## config.mk

```make
export PLATFORM = sky130hd
export DESIGN_NAME = command_and_bus_access_ctrl
export DESIGN_NICKNAME = d
export VERILOG_FILES = /design/src/hdl/cmd_access_pkg.sv /design/src/hdl/grant_guard.sv /design/src/hdl/cmd_sequencer.sv /design/src/hdl/command_and_bus_access_ctrl.sv
export VERILOG_INCLUDE_DIRS = /design/src /design/src/hdl
export SDC_FILE = /design/constraint.sdc
export NUM_CORES = 1
export LEC_CHECK = 0
export BUFFER_PORTS_ARGS = -buffer_cell sky130_fd_sc_hd__clkbuf_2
export CAP_MARGIN = 40
export CELL_PAD_IN_SITES_DETAIL_PLACEMENT = 0
export CELL_PAD_IN_SITES_GLOBAL_PLACEMENT = 2
export CORE_MARGIN = 5
export CORE_UTILIZATION = 29
export DETAILED_ROUTE_END_ITERATION = 12
export GPL_ROUTABILITY_DRIVEN = 0
export PLACE_DENSITY = 0.7
export SYNTH_ARGS = -nofsm -noshare
export SYNTH_HDL_FRONTEND = slang
export SYNTH_SLANG_ARGS = --single-unit
```

## constraint.sdc

```tcl
create_clock -name ref_clk_i -period 1.65 [get_ports ref_clk_i]
set_input_delay 0.33 -clock ref_clk_i [delete_from_list [all_inputs] [get_ports ref_clk_i]]
set_output_delay 0.33 -clock ref_clk_i [all_outputs]
set_load 0.02 [all_outputs]
```

## src/hdl/cmd_access_regs.svh

```systemverilog
// Register offsets, field positions, reset values and timing for command and access control
`ifndef CMD_ACCESS_REGS_SVH
`define CMD_ACCESS_REGS_SVH

// Register offsets on the host register port
`define CMD_CONTROL_ADDR        7'h00
`define ACCESS_CONTROL_ADDR     7'h01

// Command register fields
`define STANDBY_BIT             7
`define MODEM_OFF_BIT           6
`define CMD_MSB                 4
`define CMD_LSB                 0
`define CMD_IDLE                5'h00

// Access-control register fields
`define UNLOCK_BIT              7
`define HOST_GRANT_BIT          6
`define MODULE_GRANT_BIT        5
`define PORT_SEL_MSB            3
`define PORT_SEL_LSB            2

// Reset values
`define CMD_CONTROL_RESET       8'h00
`define ACCESS_CONTROL_RESET    8'h40
`define READ_ZERO               8'h00

// Nominal command execution time when no engine reports completion first
`define EXEC_TIME_NS            800
`define CLK_PERIOD_NS           8
`define EXEC_CYCLES             ((`EXEC_TIME_NS + `CLK_PERIOD_NS - 1) / `CLK_PERIOD_NS)

`endif

```

## src/hdl/cmd_access_pkg.sv

```systemverilog
// Types shared by the command and access control block
package cmd_access_pkg;

   // Secure-module port selection, as held in the access-control register
   typedef enum logic [1:0] {
      PORT_OFF                = 2'h0,
      PORT_SPI                = 2'h1,
      PORT_LOW_SPEED_TWO_WIRE = 2'h2,
      PORT_TWO_WIRE           = 2'h3
   } module_port_select_type;

   // Command sequencer states, Gray coded along idle, run, done
   typedef enum logic [1:0] {
      SEQ_IDLE = 2'h0,
      SEQ_RUN  = 2'h1,
      SEQ_DONE = 2'h3
   } seq_state_type;

endpackage

```

## src/hdl/grant_guard.sv

```systemverilog
// Decides the next values of the two bus grant bits for one access-control write
module grant_guard (
   input  wire logic unlocked_i,
   input  wire logic host_grant_i,
   input  wire logic module_grant_i,
   input  wire logic req_host_i,
   input  wire logic req_module_i,
   output wire logic next_host_o,
   output wire logic next_module_o,
   output wire logic refused_o
);
   import cmd_access_pkg::*;

   wire logic any_set;
   wire logic both_req;

   // A write that only clears grants is allowed; any new set needs the unlock
   assign any_set  = (req_host_i & ~host_grant_i) | (req_module_i & ~module_grant_i);
   assign both_req = req_host_i & req_module_i;

   // A refused write keeps both grants, so the bus never changes half way
   assign refused_o     = both_req | (any_set & ~unlocked_i);
   assign next_host_o   = refused_o ? host_grant_i : req_host_i;
   assign next_module_o = refused_o ? module_grant_i : req_module_i;
endmodule

```

## src/hdl/cmd_sequencer.sv

```systemverilog
// Tracks one running command and reports its end so the command field returns to idle
`include "cmd_access_regs.svh"
module cmd_sequencer #(
   parameter int EXEC_CYCLES = `EXEC_CYCLES
) (
   input  wire logic ref_clk_i,
   input  wire logic rstn_i,
   input  wire logic start_i,
   input  wire logic stop_i,
   input  wire logic engine_done_i,
   output logic      busy_o,
   output logic      finish_o
);
   import cmd_access_pkg::*;

   localparam int CNT_W = $clog2(EXEC_CYCLES + 1);
   localparam logic [CNT_W-1:0] CNT_LOAD = CNT_W'(EXEC_CYCLES);
   localparam logic [CNT_W-1:0] CNT_ONE  = CNT_W'(1);

   // Refuse a run length the counter cannot serve
   generate
      if (EXEC_CYCLES < 1) begin : g_bad_exec
         $error("EXEC_CYCLES must be at least one");
      end
   endgenerate

   seq_state_type    state;
   seq_state_type    next_state;
   logic [CNT_W-1:0] count;
   logic [CNT_W-1:0] next_count;

   // Next state: a stop or an engine report ends the run early
   always_comb begin
      next_state = state;
      next_count = count;
      case (state)
         SEQ_IDLE: begin
            if (start_i) begin
               next_state = SEQ_RUN;
               next_count = CNT_LOAD;
            end
         end
         SEQ_RUN: begin
            // A new command written mid-run restarts the run, so its code is not wiped
            if (start_i) begin
               next_count = CNT_LOAD;
            end else if (stop_i || engine_done_i || count == CNT_ONE) begin
               next_state = SEQ_DONE;
            end else begin
               next_count = count - CNT_ONE;
            end
         end
         SEQ_DONE: begin
            next_state = start_i ? SEQ_RUN : SEQ_IDLE;
            next_count = CNT_LOAD;
         end
         default: begin
            next_state = SEQ_IDLE;
         end
      endcase
   end

   // State and outputs held in flip-flops
   always_ff @(posedge ref_clk_i or negedge rstn_i) begin
      if (!rstn_i) begin
         state    <= SEQ_IDLE;
         count    <= '0;
         busy_o   <= 1'b0;
         finish_o <= 1'b0;
      end else begin
         state    <= next_state;
         count    <= next_count;
         busy_o   <= (next_state == SEQ_RUN);
         finish_o <= (next_state == SEQ_DONE);
      end
   end
endmodule

```

## src/hdl/command_and_bus_access_ctrl.sv

```systemverilog
// Command register and interface access-control register with their side effects
`include "cmd_access_regs.svh"

// Summary of operation
// - Writing one to command bit 7 puts the device into power-down standby.
// - Command bit 6 at one powers down receiver and transmitter circuits.
// - Command bits 4 to 0 hold the code of the command to execute.
// - Command field returns to idle by itself when the running command ends.
// - Unlock bit 7 at one lets the next write set a grant bit in the access-control register.
// - The first write after unlocking clears the unlock bit; one write only.
// - Host grant bit 6 at one enables the host interface.
// - Module grant bit 5 at one enables the secure-module interface.
// - Host grant and module grant are never both one.
// - A grant bit may be set only after unlocking; otherwise it is refused.
// - Port select bits 3 to 2: off, SPI, low-speed two-wire, two-wire.
module command_and_bus_access_ctrl #(
   parameter int EXEC_CYCLES = `EXEC_CYCLES
) (
   input  wire logic                                 ref_clk_i,
   input  wire logic                                 rstn_i,
   input  wire logic [6:0]                           reg_addr_i,
   input  wire logic                                 reg_wr_i,
   input  wire logic                                 reg_rd_i,
   input  wire logic [7:0]                           reg_wdata_i,
   output logic      [7:0]                           reg_rdata_o,
   output logic                                      reg_rvalid_o,
   input  wire logic                                 engine_done_i,
   input  wire logic                                 wake_i,
   output logic                                      standby_o,
   output logic                                      radio_frontend_off_o,
   output logic      [4:0]                           cmd_code_o,
   output logic                                      cmd_start_o,
   output logic                                      cmd_busy_o,
   output logic                                      host_bus_grant_o,
   output logic                                      module_bus_grant_o,
   output cmd_access_pkg::module_port_select_type    module_port_select_o,
   output logic                                      module_spi_en_o,
   output logic                                      low_speed_two_wire_en_o,
   output logic                                      two_wire_en_o
);
   import cmd_access_pkg::*;

   // Whole-register reset images; single bits are taken from them below
   localparam logic [7:0] CMD_RESET = `CMD_CONTROL_RESET;
   localparam logic [7:0] ACC_RESET = `ACCESS_CONTROL_RESET;

   // Refuse a run length the sequencer cannot serve
   generate
      if (EXEC_CYCLES < 1) begin : g_bad_exec
         $error("EXEC_CYCLES must be at least one");
      end
   endgenerate

   // Wake pin synchroniser; only the second stage is read by logic
   logic wake_meta;
   logic wake_sync;

   always_ff @(posedge ref_clk_i or negedge rstn_i) begin
      if (!rstn_i) begin
         wake_meta <= 1'b0;
         wake_sync <= 1'b0;
      end else begin
         wake_meta <= wake_i;
         wake_sync <= wake_meta;
      end
   end

   // Register state
   logic                   access_unlock;
   logic                   seq_busy;
   logic                   seq_finish;
   module_port_select_type port_sel;

   // Address decode of the two registers
   wire logic cmd_hit;
   wire logic acc_hit;
   wire logic cmd_wr;
   wire logic acc_wr;
   wire logic any_wr;

   assign cmd_hit = (reg_addr_i == `CMD_CONTROL_ADDR);
   assign acc_hit = (reg_addr_i == `ACCESS_CONTROL_ADDR);
   assign cmd_wr  = reg_wr_i & cmd_hit;
   assign acc_wr  = reg_wr_i & acc_hit;
   assign any_wr  = reg_wr_i;

   // Write data fields
   wire logic       wr_standby;
   wire logic       wr_modem_off;
   wire logic [4:0] wr_cmd;
   wire logic       wr_unlock;
   wire logic       wr_host;
   wire logic       wr_module;
   wire logic [1:0] wr_port;

   assign wr_standby   = reg_wdata_i[`STANDBY_BIT];
   assign wr_modem_off = reg_wdata_i[`MODEM_OFF_BIT];
   assign wr_cmd       = reg_wdata_i[`CMD_MSB:`CMD_LSB];
   assign wr_unlock    = reg_wdata_i[`UNLOCK_BIT];
   assign wr_host      = reg_wdata_i[`HOST_GRANT_BIT];
   assign wr_module    = reg_wdata_i[`MODULE_GRANT_BIT];
   assign wr_port      = reg_wdata_i[`PORT_SEL_MSB:`PORT_SEL_LSB];

   // Command start and stop requests for the sequencer
   wire logic cmd_start;
   wire logic cmd_stop;

   assign cmd_start = cmd_wr & (wr_cmd != `CMD_IDLE);
   assign cmd_stop  = cmd_wr & (wr_cmd == `CMD_IDLE);

   cmd_sequencer #(
      .EXEC_CYCLES (EXEC_CYCLES)
   ) u_seq (
      .ref_clk_i     (ref_clk_i),
      .rstn_i        (rstn_i),
      .start_i       (cmd_start),
      .stop_i        (cmd_stop),
      .engine_done_i (engine_done_i),
      .busy_o        (seq_busy),
      .finish_o      (seq_finish)
   );

   // Grant arbitration for an access-control write
   wire logic guard_host;
   wire logic guard_module;
   wire logic guard_refused;

   grant_guard u_guard (
      .unlocked_i     (access_unlock),
      .host_grant_i   (host_bus_grant_o),
      .module_grant_i (module_bus_grant_o),
      .req_host_i     (wr_host),
      .req_module_i   (wr_module),
      .next_host_o    (guard_host),
      .next_module_o  (guard_module),
      .refused_o      (guard_refused)
   );

   // Next values of the command register
   wire logic       next_standby;
   wire logic       next_modem_off;
   wire logic [4:0] next_cmd;

   // A standby write in the same cycle as a wake wins, so no request is lost
   assign next_standby   = cmd_wr ? wr_standby : (standby_o & ~wake_sync);
   assign next_modem_off = cmd_wr ? wr_modem_off : radio_frontend_off_o;
   // A host write in the finishing cycle starts a new command and must not be wiped
   assign next_cmd       = cmd_wr ? wr_cmd :
                           (seq_finish ? `CMD_IDLE : cmd_code_o);

   // Next values of the access-control register
   wire logic                   next_unlock;
   wire logic                   next_host;
   wire logic                   next_module;
   module_port_select_type      next_port;

   // Any write consumes the unlock; a locked write to bit 7 arms it
   assign next_unlock = any_wr ? (acc_wr & wr_unlock & ~access_unlock) : access_unlock;
   assign next_host   = acc_wr ? guard_host : host_bus_grant_o;
   assign next_module = acc_wr ? guard_module : module_bus_grant_o;
   assign next_port   = acc_wr ? module_port_select_type'(wr_port) : port_sel;

   // Read data; reserved bits read as zero, unmapped addresses read zero
   wire logic [7:0] cmd_view;
   wire logic [7:0] acc_view;
   wire logic [7:0] next_rdata;

   assign cmd_view   = {standby_o, radio_frontend_off_o, 1'b0, cmd_code_o};
   assign acc_view   = {access_unlock, host_bus_grant_o, module_bus_grant_o, 1'b0,
                        port_sel, 2'h0};
   assign next_rdata = cmd_hit ? cmd_view : (acc_hit ? acc_view : `READ_ZERO);

   // Command register and its driven outputs
   always_ff @(posedge ref_clk_i or negedge rstn_i) begin
      if (!rstn_i) begin
         standby_o            <= CMD_RESET[`STANDBY_BIT];
         radio_frontend_off_o <= CMD_RESET[`MODEM_OFF_BIT];
         cmd_code_o           <= `CMD_IDLE;
         cmd_start_o          <= 1'b0;
         cmd_busy_o           <= 1'b0;
      end else begin
         standby_o            <= next_standby;
         radio_frontend_off_o <= next_modem_off;
         cmd_code_o           <= next_cmd;
         cmd_start_o          <= cmd_start;
         cmd_busy_o           <= seq_busy;
      end
   end

   // Access-control register and the decoded port enables
   always_ff @(posedge ref_clk_i or negedge rstn_i) begin
      if (!rstn_i) begin
         access_unlock           <= ACC_RESET[`UNLOCK_BIT];
         host_bus_grant_o        <= ACC_RESET[`HOST_GRANT_BIT];
         module_bus_grant_o      <= ACC_RESET[`MODULE_GRANT_BIT];
         port_sel                <= PORT_OFF;
         module_port_select_o    <= PORT_OFF;
         module_spi_en_o         <= 1'b0;
         low_speed_two_wire_en_o <= 1'b0;
         two_wire_en_o           <= 1'b0;
      end else begin
         access_unlock           <= next_unlock;
         host_bus_grant_o        <= next_host;
         module_bus_grant_o      <= next_module;
         port_sel                <= next_port;
         module_port_select_o    <= next_port;
         module_spi_en_o         <= (next_port == PORT_SPI);
         low_speed_two_wire_en_o <= (next_port == PORT_LOW_SPEED_TWO_WIRE);
         two_wire_en_o           <= (next_port == PORT_TWO_WIRE);
      end
   end

   // Read answer one cycle after the strobe
   always_ff @(posedge ref_clk_i or negedge rstn_i) begin
      if (!rstn_i) begin
         reg_rdata_o  <= `READ_ZERO;
         reg_rvalid_o <= 1'b0;
      end else begin
         reg_rdata_o  <= reg_rd_i ? next_rdata : `READ_ZERO;
         reg_rvalid_o <= reg_rd_i;
      end
   end
endmodule

```

Yosys cells after proc, flatten, opt, wreduce, memory -nomap -nowiden --
Cells that the tools add are included.
Operators by class: $add $sub $neg 1, equal/unequal tests 11, muxes and demuxes 16, bitwise operators 18, reduce and logical (&&, ||, !) cells 10
Operators by type and width (count):
- $mux W8 | 3
- $mux W7 | 3
- $pmux W7 S3 | 1
- $eq A7 B1 Y1 const B | 2
- $and A1 B1 Y1 | 11
- $mux W5 | 2
- $eq A2 B2 Y1 const B | 4
- $mux W2 | 4
- $logic_not A7 Y1 | 1
- $sub A7 B1 Y7 const B | 1
- $eq A2 B1 Y1 const B | 3
- $pmux W2 S3 | 1
- $logic_not A5 Y1 | 1
- $not A1 Y1 | 5
- $reduce_bool A5 Y1 | 1
- $ne A3 B3 Y1 const B | 1
- $reduce_and A3 Y1 | 1
- $reduce_bool A3 Y1 | 1
- $logic_not A2 Y1 | 1
- $logic_or A1 B1 Y1 | 2
- $mux W1 | 2
- $ne A2 B2 Y1 const B | 1
- $or A1 B1 Y1 | 2
- $reduce_and A2 Y1 | 1
- $reduce_bool A2 Y1 | 1
Storage, ports and cells: register bits after elaboration 39

Depth between registers and ports, before layout --
Gate-level depths: netlist (run 1).
depth in word-level cells 9, depth in mapped cells 8

Cells and area by module --
From an unflattened synthesis (run 1), not the netlist that was laid out.
Unflattened totals: cell total of the unflattened synthesis 170, area, all modules 1893.1 µm²
Modules (own cells, without submodules):
- command_and_bus_access_ctrl | instances 1, cells each 79, area each 1136.1 µm², seq. area each 701.9 µm²
- cmd_sequencer | instances 1, cells each 78, area each 696.9 µm², seq. area each 275.3 µm²
- grant_guard | instances 1, cells each 13, area each 60.1 µm², seq. area each 0.0 µm²

Least setup slack after synthesis (run 1) --
No wires, ideal clock.
path type reg2reg, from register u_seq.count[2], to register u_seq.count[6], arrival time 1691 ps, data required time 1585 ps, path slack -105 ps, stages on the path, launching flop included 5, buffers on the path 0, period minus slack after synthesis 1755 ps, cells stage by stage dfrtp_1 or4_4 or4_4 a21oi_2 o22a_1
Between the ends: word-level cells in the longest chain between the ends 4
Ends and longest elaborated chain:
- from (decl) | line cmd_sequencer.sv:29 | logic [CNT_W-1:0] count;
- from (signal assigned) | line cmd_sequencer.sv:72 | count <= next_count;
- $sub A7 B1 Y7 / $eq A7 B1 Y1 (equally long branches) | line cmd_sequencer.sv:50, cmd_sequencer.sv:47
- $mux W7 / $logic_or A1 B1 Y1 (equally long branches) | line cmd_sequencer.sv:47 | end else if (stop_i || engine_done_i || count == CNT_ONE) begin
- $mux W7 / $ne A3 B3 Y1 (equally long branches)
- $pmux W7 S3 / $reduce_and A3 Y1 (equally long branches)
Parallel ways exist; a longest one is shown, timed or not. The select of a mux whose other input is x is not followed. A chain may end at the register's enable or synchronous reset.

Final worst setup path (run 1) --
from register u_seq.count[2], to register u_seq.count[4]
Same word-level chain as after synthesis.

==> flow_metrics.env, run 1 <==
export IMPL_outcome="finished with violations"
export IMPL_failed_checks="setup timing"
export IMPL_clock_tree_sinks=39
export IMPL_max_clock_freq_mhz=588
export IMPL_route_final_wire_length_um=4580
export IMPL_synth_edf_count=0
export IMPL_hold_buffer_count_at_cts=0
export IMPL_sequentialPowerShare_pct=43.9
export IMPL_grt_antenna_before_repair=0
export IMPL_worstSkewPairLatency_ns=0.29
export IMPL_worst_ep_arrival_time_ns=1.93
export IMPL_floorplan_rows=28
export IMPL_cts_clk_slew_worst_paths_ns=0.08
export IMPL_syn2layout_area_growth_pct=40.0
export IMPL_grt_remaining_overflow=0
export IMPL_worst_clock_skew_ns=0.00265
export IMPL_detailedPlacementHpwl_um=3600
export IMPL_die_y_um=87.2
export IMPL_drive_above_1_share_pct=42.6
export IMPL_dr_pass1_iters=4
export IMPL_synth_top_area_share_pct=55.0
export IMPL_power_internal_w=0.00183
export IMPL_synth_seq_area_share_pct=56.5
export IMPL_timing_reg2reg_worst_path_depth=5
export IMPL_cts_tree="yes"
export IMPL_synth_distinct_cells=39
export IMPL_design_core_area_um2=5850
export IMPL_antenna_diode_count=0
export IMPL_nets_in_the_synthesized_netlist=184
export IMPL_drc_violation_total_after_the_first_tritonroute_iteration=47
export IMPL_finalSetupViolCount=7
export IMPL_clockPowerShare_pct=30.8
export IMPL_critical_path_max_fanout=5
export IMPL_cts_root_buffer_cell="clkbuf_8"
export IMPL_hold_class="input port to asynchronous set/reset pin"
export IMPL_rsz_0062_raised_after_global_routing="true"
export IMPL_critical_path_class="register to register"
export IMPL_grt_first_pass_wirelength_um=7690
export IMPL_max_clock_path_buffers=2
export IMPL_postSynthRegisterBits=39
export IMPL_power_frac_comb_pct=25.3
export IMPL_post_route_period_util_pct=103
export IMPL_final_cell_area_um2=2420
export IMPL_die_w_um=87.2
export IMPL_fillcell_total=592
export IMPL_synth_avg_cell_area_um2=10.7
export IMPL_worst_setup_path_end_kind="register"
export IMPL_portBuffers=45
export IMPL_synthesis_instances=161
export IMPL_synthesis_yosys_warnings=0
export IMPL_cell_count_post_placement=308
export IMPL_final_cell_count_no_fill=319
export IMPL_crit_path_start_kind="register"
export IMPL_grt_start_max_net_pins=40
export IMPL_report_final_hold_viol_count=0
export IMPL_register_to_register_setup_slack_ns=-0.05
export IMPL_switching_power_w=0.000722
export IMPL_sw_frac_of_total_pct=28.3
export IMPL_detailroute_via_count=1535
export IMPL_vias_per_cell=4.81
export IMPL_routedWlPerCell_um=14.3
export IMPL_synthArstFlopShare_pct=100
export IMPL_drt_drc_violations_left=0
export IMPL_power_leakage_nw=1.25
export IMPL_synth_area_leaders="dfrtp_1, nand2_1, a22o_1"
export IMPL_critPathRequiredTime_ns=1.88
export IMPL_cts_buffers=5
export IMPL_post_layout_total_power_w=0.00255
export IMPL_die_area_um2=7610
export IMPL_vias_in_the_first_global_route=1590
export IMPL_timing_max_slew_rel_slack_pct=67.2
export IMPL_postLayoutSetupSlackWorst_ns=-0.0518
export IMPL_ys_dominant_reg_cell="dfrtp_1"
export IMPL_cap_violations=0
export IMPL_dpl_instance_area_um2=2270
export IMPL_r2r_start="u_seq.count[2]"
export IMPL_top_level_ports=46
export IMPL_drt_antenna_violating_nets=0
export IMPL_multiInputGateArea_um2=746
export IMPL_grt_total_usage_pct=13.0
export IMPL_peakVddDrop_uv=440
export IMPL_power_density_cell_area_nw_per_um2=1050
export IMPL_final_critical_period_ns=1.70
export IMPL_final_nets=266
export IMPL_worst_pin_slew_ns=0.492
export IMPL_yosys_area_top_type="dfrtp_1"
export IMPL_seq_area_um2=977
export IMPL_r2r_end="u_seq.count[4]"
export IMPL_netlist_area_um2=1730
export IMPL_ctsHtreeMaxLevel=2
export IMPL_effective_utilization_at_floorplan_pct=29.6
export IMPL_timing_final_max_slew_violations=0
-- per-layer routing --
layer  part of all wire [%]  GRT usage [%]  wire, um
met4                   0.92           4.18        42
met1                     39           14.5      1770
met3                    5.5           3.22       250
met5                      0              0         0
met2                     55           24.2      2510
-- final cells by class --
type | instances | area share [%]
inverters | 6 | 0.930
well taps | 75 | 3.88
multi-input cells | 114 | 30.8
flip-flops and latches | 39 | 40.4
clock inverters | 3 | 1.81
clock buffers | 5 | 2.84
repair buffers | 77 | 19.4
-- per-stage QoR --
stage / hold slack (ns) / utilization (%) / TNS [ns] / worst slack (ns)
2_1_floorplan: 0.0344 / - / -0.122 / -0.0677
3_3_place_gp: 0.335 / 38.7 / -1.34 / -0.171
3_5_place_dp: 0.339 / 38.7 / -1.72 / -0.246
4_1_cts: 0.0994 / 41.3 / -0.268 / -0.0604
5_1_grt: 0.131 / 41.4 / -0.744 / -0.113
6_report: 0.0823 / 41.4 / -0.214 / -0.0518
-- worst max path at each step --
stage	from	end
4_1_cts	u_seq.count[2]	u_seq.count[6]
5_1_grt	u_seq.count[2]	u_seq.count[4]
3_5_place_dp	reg_addr_i[0]	u_seq.count[2]
3_3_place_gp	reg_addr_i[0]	u_seq.count[4]
2_1_floorplan	u_seq.count[5]	u_seq.count[6]
6_report	u_seq.count[2]	u_seq.count[4]
-- repair_timing --
action / CTS / global route
endpoints found under the setup margin: 7 / 10
setup buffers: 1 / 1
gates cloned: 1 / 0
gates resized for setup: 4 / 0
pin swaps: 4 / 0
-- Yosys cell counts (all sizes together), types with 3 or more instances --
cell type	instances
or4	3
a21oi	3
and2	4
a22o	8
o21ai	8
nand2b	3
nand3b	8
a21o	3
nor2	10
nor3	9
nand2	26
inv	6
dfrtp	38
nand3	5
-- state kept, by name, indices dropped and copies added (netlist names), 2 cells and up --
name                  count
cmd_code_o                5
module_port_select_o      2
reg_rdata_o               8
u_seq.count               7
u_seq.state               2
-- critical path, cell delays in order, from the launching register on --
cell and delay (ns):
dfrtp_1 0.38, or4_4 0.57, o22ai_4 0.19, nor2_4 0.08, a311o_1 0.35, nand3_1 0.07
-- cell usage in the layout, fill, tap and decap left out, types with 2 or more instances in the layout --
cell / synthesis / layout
or4_4: 3 / 3
clkbuf_2: 0 / 45
a21oi_1: 2 / 2
ha_1: 2 / 2
clkbuf_8: 0 / 5
a22o_1: 8 / 8
nor3_1: 9 / 8
nor2_1: 9 / 8
inv_1: 5 / 5
a21o_1: 3 / 3
and2_1: 4 / 4
o21ai_0: 2 / 2
o21ai_1: 6 / 6
nand3_1: 5 / 5
nand3b_1: 8 / 8
a31oi_1: 2 / 2
mux2_2: 2 / 2
buf_4: 0 / 31
and4_1: 2 / 2
nand2b_1: 3 / 3
nor2_2: 1 / 2
nor3b_1: 2 / 2
dfrtp_1: 38 / 38
nand2_1: 26 / 26
-- cell families after synthesis --
family	synth area share (%)
flops	56.5
compound gates	13.2
mux	1.30
buf+inv	2.39
simple gates	25.1
fa+ha+maj	1.45
-- power groups by stage --
stage | clock network [W] | registers (W) | logic (W)
after floorplan | 0 | 0.00117 | 0.000271
after global placement | 0 | 0.00113 | 0.000624
after detailed placement | 0 | 0.00114 | 0.000633
after CTS | 0.000816 | 0.00112 | 0.000652
after global routing | 0.000862 | 0.00113 | 0.000726
final | 0.000786 | 0.00112 | 0.000646
No activity file was read; power rests on OpenSTA's default activity.
==> run 2, diff against run 1 <==
Settings changed: HOLD_SLACK_MARGIN from default to 0.15.
==> flow_metrics.env, run 2 (synthesis results as in run 1) <==
export IMPL_max_clock_path_buffers=2
export IMPL_max_clock_freq_mhz=588
export IMPL_timing_max_slew_rel_slack_pct=67.2
export IMPL_cap_violations=0
export IMPL_syn2layout_area_growth_pct=41.2
export IMPL_vias_in_the_first_global_route=1596
export IMPL_worst_pin_slew_ns=0.492
export IMPL_grt_remaining_overflow=0
export IMPL_dpl_instance_area_um2=2270
export IMPL_final_nets=268
export IMPL_portBuffers=45
export IMPL_floorplan_rows=28
export IMPL_vias_per_cell=4.79
export IMPL_grt_start_max_net_pins=40
export IMPL_die_area_um2=7610
export IMPL_crit_path_start_kind="register"
export IMPL_critical_path_cell_chain="or4_4, o22ai_4, nor2_4, a311o_1, nand3_1"
export IMPL_number_of_flip_flops_in_the_largest_register=8
export IMPL_antenna_diode_count=0
export IMPL_critical_path_max_stage_delay_ns=0.57
export IMPL_drt_antenna_violating_nets=0
export IMPL_timing_critical_path_slowest_stage_cell="or4_4"
export IMPL_effective_utilization_at_floorplan_pct=29.6
export IMPL_peakVddDrop_uv=440
export IMPL_route_final_wire_length_um=4590
export IMPL_post_layout_total_power_w=0.00255
export IMPL_grt_first_pass_wirelength_um=7700
export IMPL_worst_setup_path_end_kind="register"
export IMPL_top_level_ports=46
export IMPL_layout_cells_most_common="clkbuf_2"
export IMPL_postLayoutSetupSlackWorst_ns=-0.0518
export IMPL_final_cell_area_um2=2440
export IMPL_design_core_area_um2=5850
export IMPL_cts_clk_slew_worst_paths_ns=0.08
export IMPL_power_density_cell_area_nw_per_um2=1050
export IMPL_dr_pass1_iters=4
export IMPL_cts_root_buffer_cell="clkbuf_8"
export IMPL_failed_checks="setup timing"
export IMPL_ctsHtreeMaxLevel=2
export IMPL_routedWlPerCell_um=14.3
export IMPL_timing_final_max_slew_violations=0
export IMPL_grt_antenna_before_repair=0
export IMPL_power_leakage_nw=1.26
export IMPL_worstSkewPairLatency_ns=0.29
export IMPL_worst_ep_arrival_time_ns=1.93
export IMPL_rsz_0062_raised_after_global_routing="true"
export IMPL_post_route_period_util_pct=103
export IMPL_report_final_hold_viol_count=0
export IMPL_drc_violation_total_after_the_first_tritonroute_iteration=47
export IMPL_hold_ws_ns=0.186
export IMPL_cts_buffers=5
export IMPL_drt_drc_violations_left=0
export IMPL_detailroute_via_count=1539
export IMPL_final_critical_period_ns=1.70
export IMPL_die_y_um=87.2
export IMPL_grt_total_usage_pct=13.0
export IMPL_layout_top_registers="reg_rdata_o x8, u_seq.count x7, cmd_code_o x5"
export IMPL_max_flop_register="reg_rdata_o"
export IMPL_hold_class="input port to register"
export IMPL_commonest_non_fill_non_tap_cells_in_the_layout="clkbuf_2, dfrtp_1, buf_4"
export IMPL_critical_path_max_fanout=5
export IMPL_cts_tree="yes"
export IMPL_detailedPlacementHpwl_um=3600
export IMPL_critPathRequiredTime_ns=1.88
export IMPL_die_w_um=87.2
export IMPL_worst_clock_skew_ns=0.00265
export IMPL_critical_path_class="register to register"
export IMPL_outcome="finished with violations"
export IMPL_finalSetupViolCount=7
export IMPL_clock_tree_sinks=39
export IMPL_drive_above_1_share_pct=42.3
## run 2: cell count changes in the layout (fill, tap and decap cells not counted), sizes merged
cell,previous run,this run
dlygate4sd3,0,2
## run 2: layout make-up
cell class / instances / area (um^2)
Clock buffer: 5 / 68.8
Clock inverter: 3 / 43.8
Fill cell: 590 / 3410
Inverter: 6 / 22.5
Multi-Input combinational cell: 114 / 746
Sequential cell: 39 / 977
Tap cell: 75 / 93.8
Timing Repair Buffer: 79 / 489
## run 2: path summary, 6_finish.rpt
| kind | start | to | slack, ns | cells past startpoint |
|---|---|---|---|---|
| max | u_seq.count[2] | u_seq.count[4] | -0.05 | 5 |
| min | reg_rd_i | reg_rvalid_o | 0.19 | 1 |
| max reg2reg | u_seq.count[2] | u_seq.count[4] | -0.05 | 5 |
| min reg2reg | u_seq.busy_o | cmd_busy_o | 0.35 | 0 |
| max in group asynchronous | rstn_i | host_bus_grant_o | 0.67 | 3 |
| min in group asynchronous | rstn_i | reg_rdata_o[5] | 0.62 | 3 |
## run 2: report_power, final
group / switching, W / internal, W
clock: 0.000336 / 0.000450
combinational: 0.000320 / 0.000329
sequential: 0.0000667 / 0.00105
## run 2: repair_timing
item                                    in CTS  in global routing
pin swaps                                    4                  0
endpoints found under the setup margin       7                 10
hold endpoints to repair                    39                  0
gates resized for setup                      4                  0
gates cloned                                 1                  0
setup buffers                                1                  1
hold buffers                                 2                  0
## run 2: metal layers
| metal | global-route usage, % | wire length (um) | up-vias | share of wire, % |
|---|---|---|---|---|
| met5 | 0 | 0 | - | 0 |
| met4 | 4.18 | 42 | 0 | 0.92 |
| met3 | 3.22 | 249 | 5 | 5.4 |
| met2 | 24.2 | 2520 | 35 | 55 |
| met1 | 14.5 | 1780 | 752 | 39 |
| li1 | - | - | 747 | - |
## run 2: critical path: cells and delay by family, from the launching register on
family	cells	cell delay [ns]
and+or+nand+nor	3	0.72
AOI/OAI and AO/OA	2	0.54
DFF	1	0.38
## run 2: stage by stage
step	setup TNS (ns)	utilization [%]	setup slack, ns	cells
finish	-0.214	41.7	-0.0518	321
global route	-0.744	41.7	-0.113	321
CTS	-0.268	41.6	-0.0604	320
detailed placement	-1.72	38.7	-0.246	308
global placement	-1.34	38.7	-0.171	308
floorplan	-0.122	-	-0.0677	161
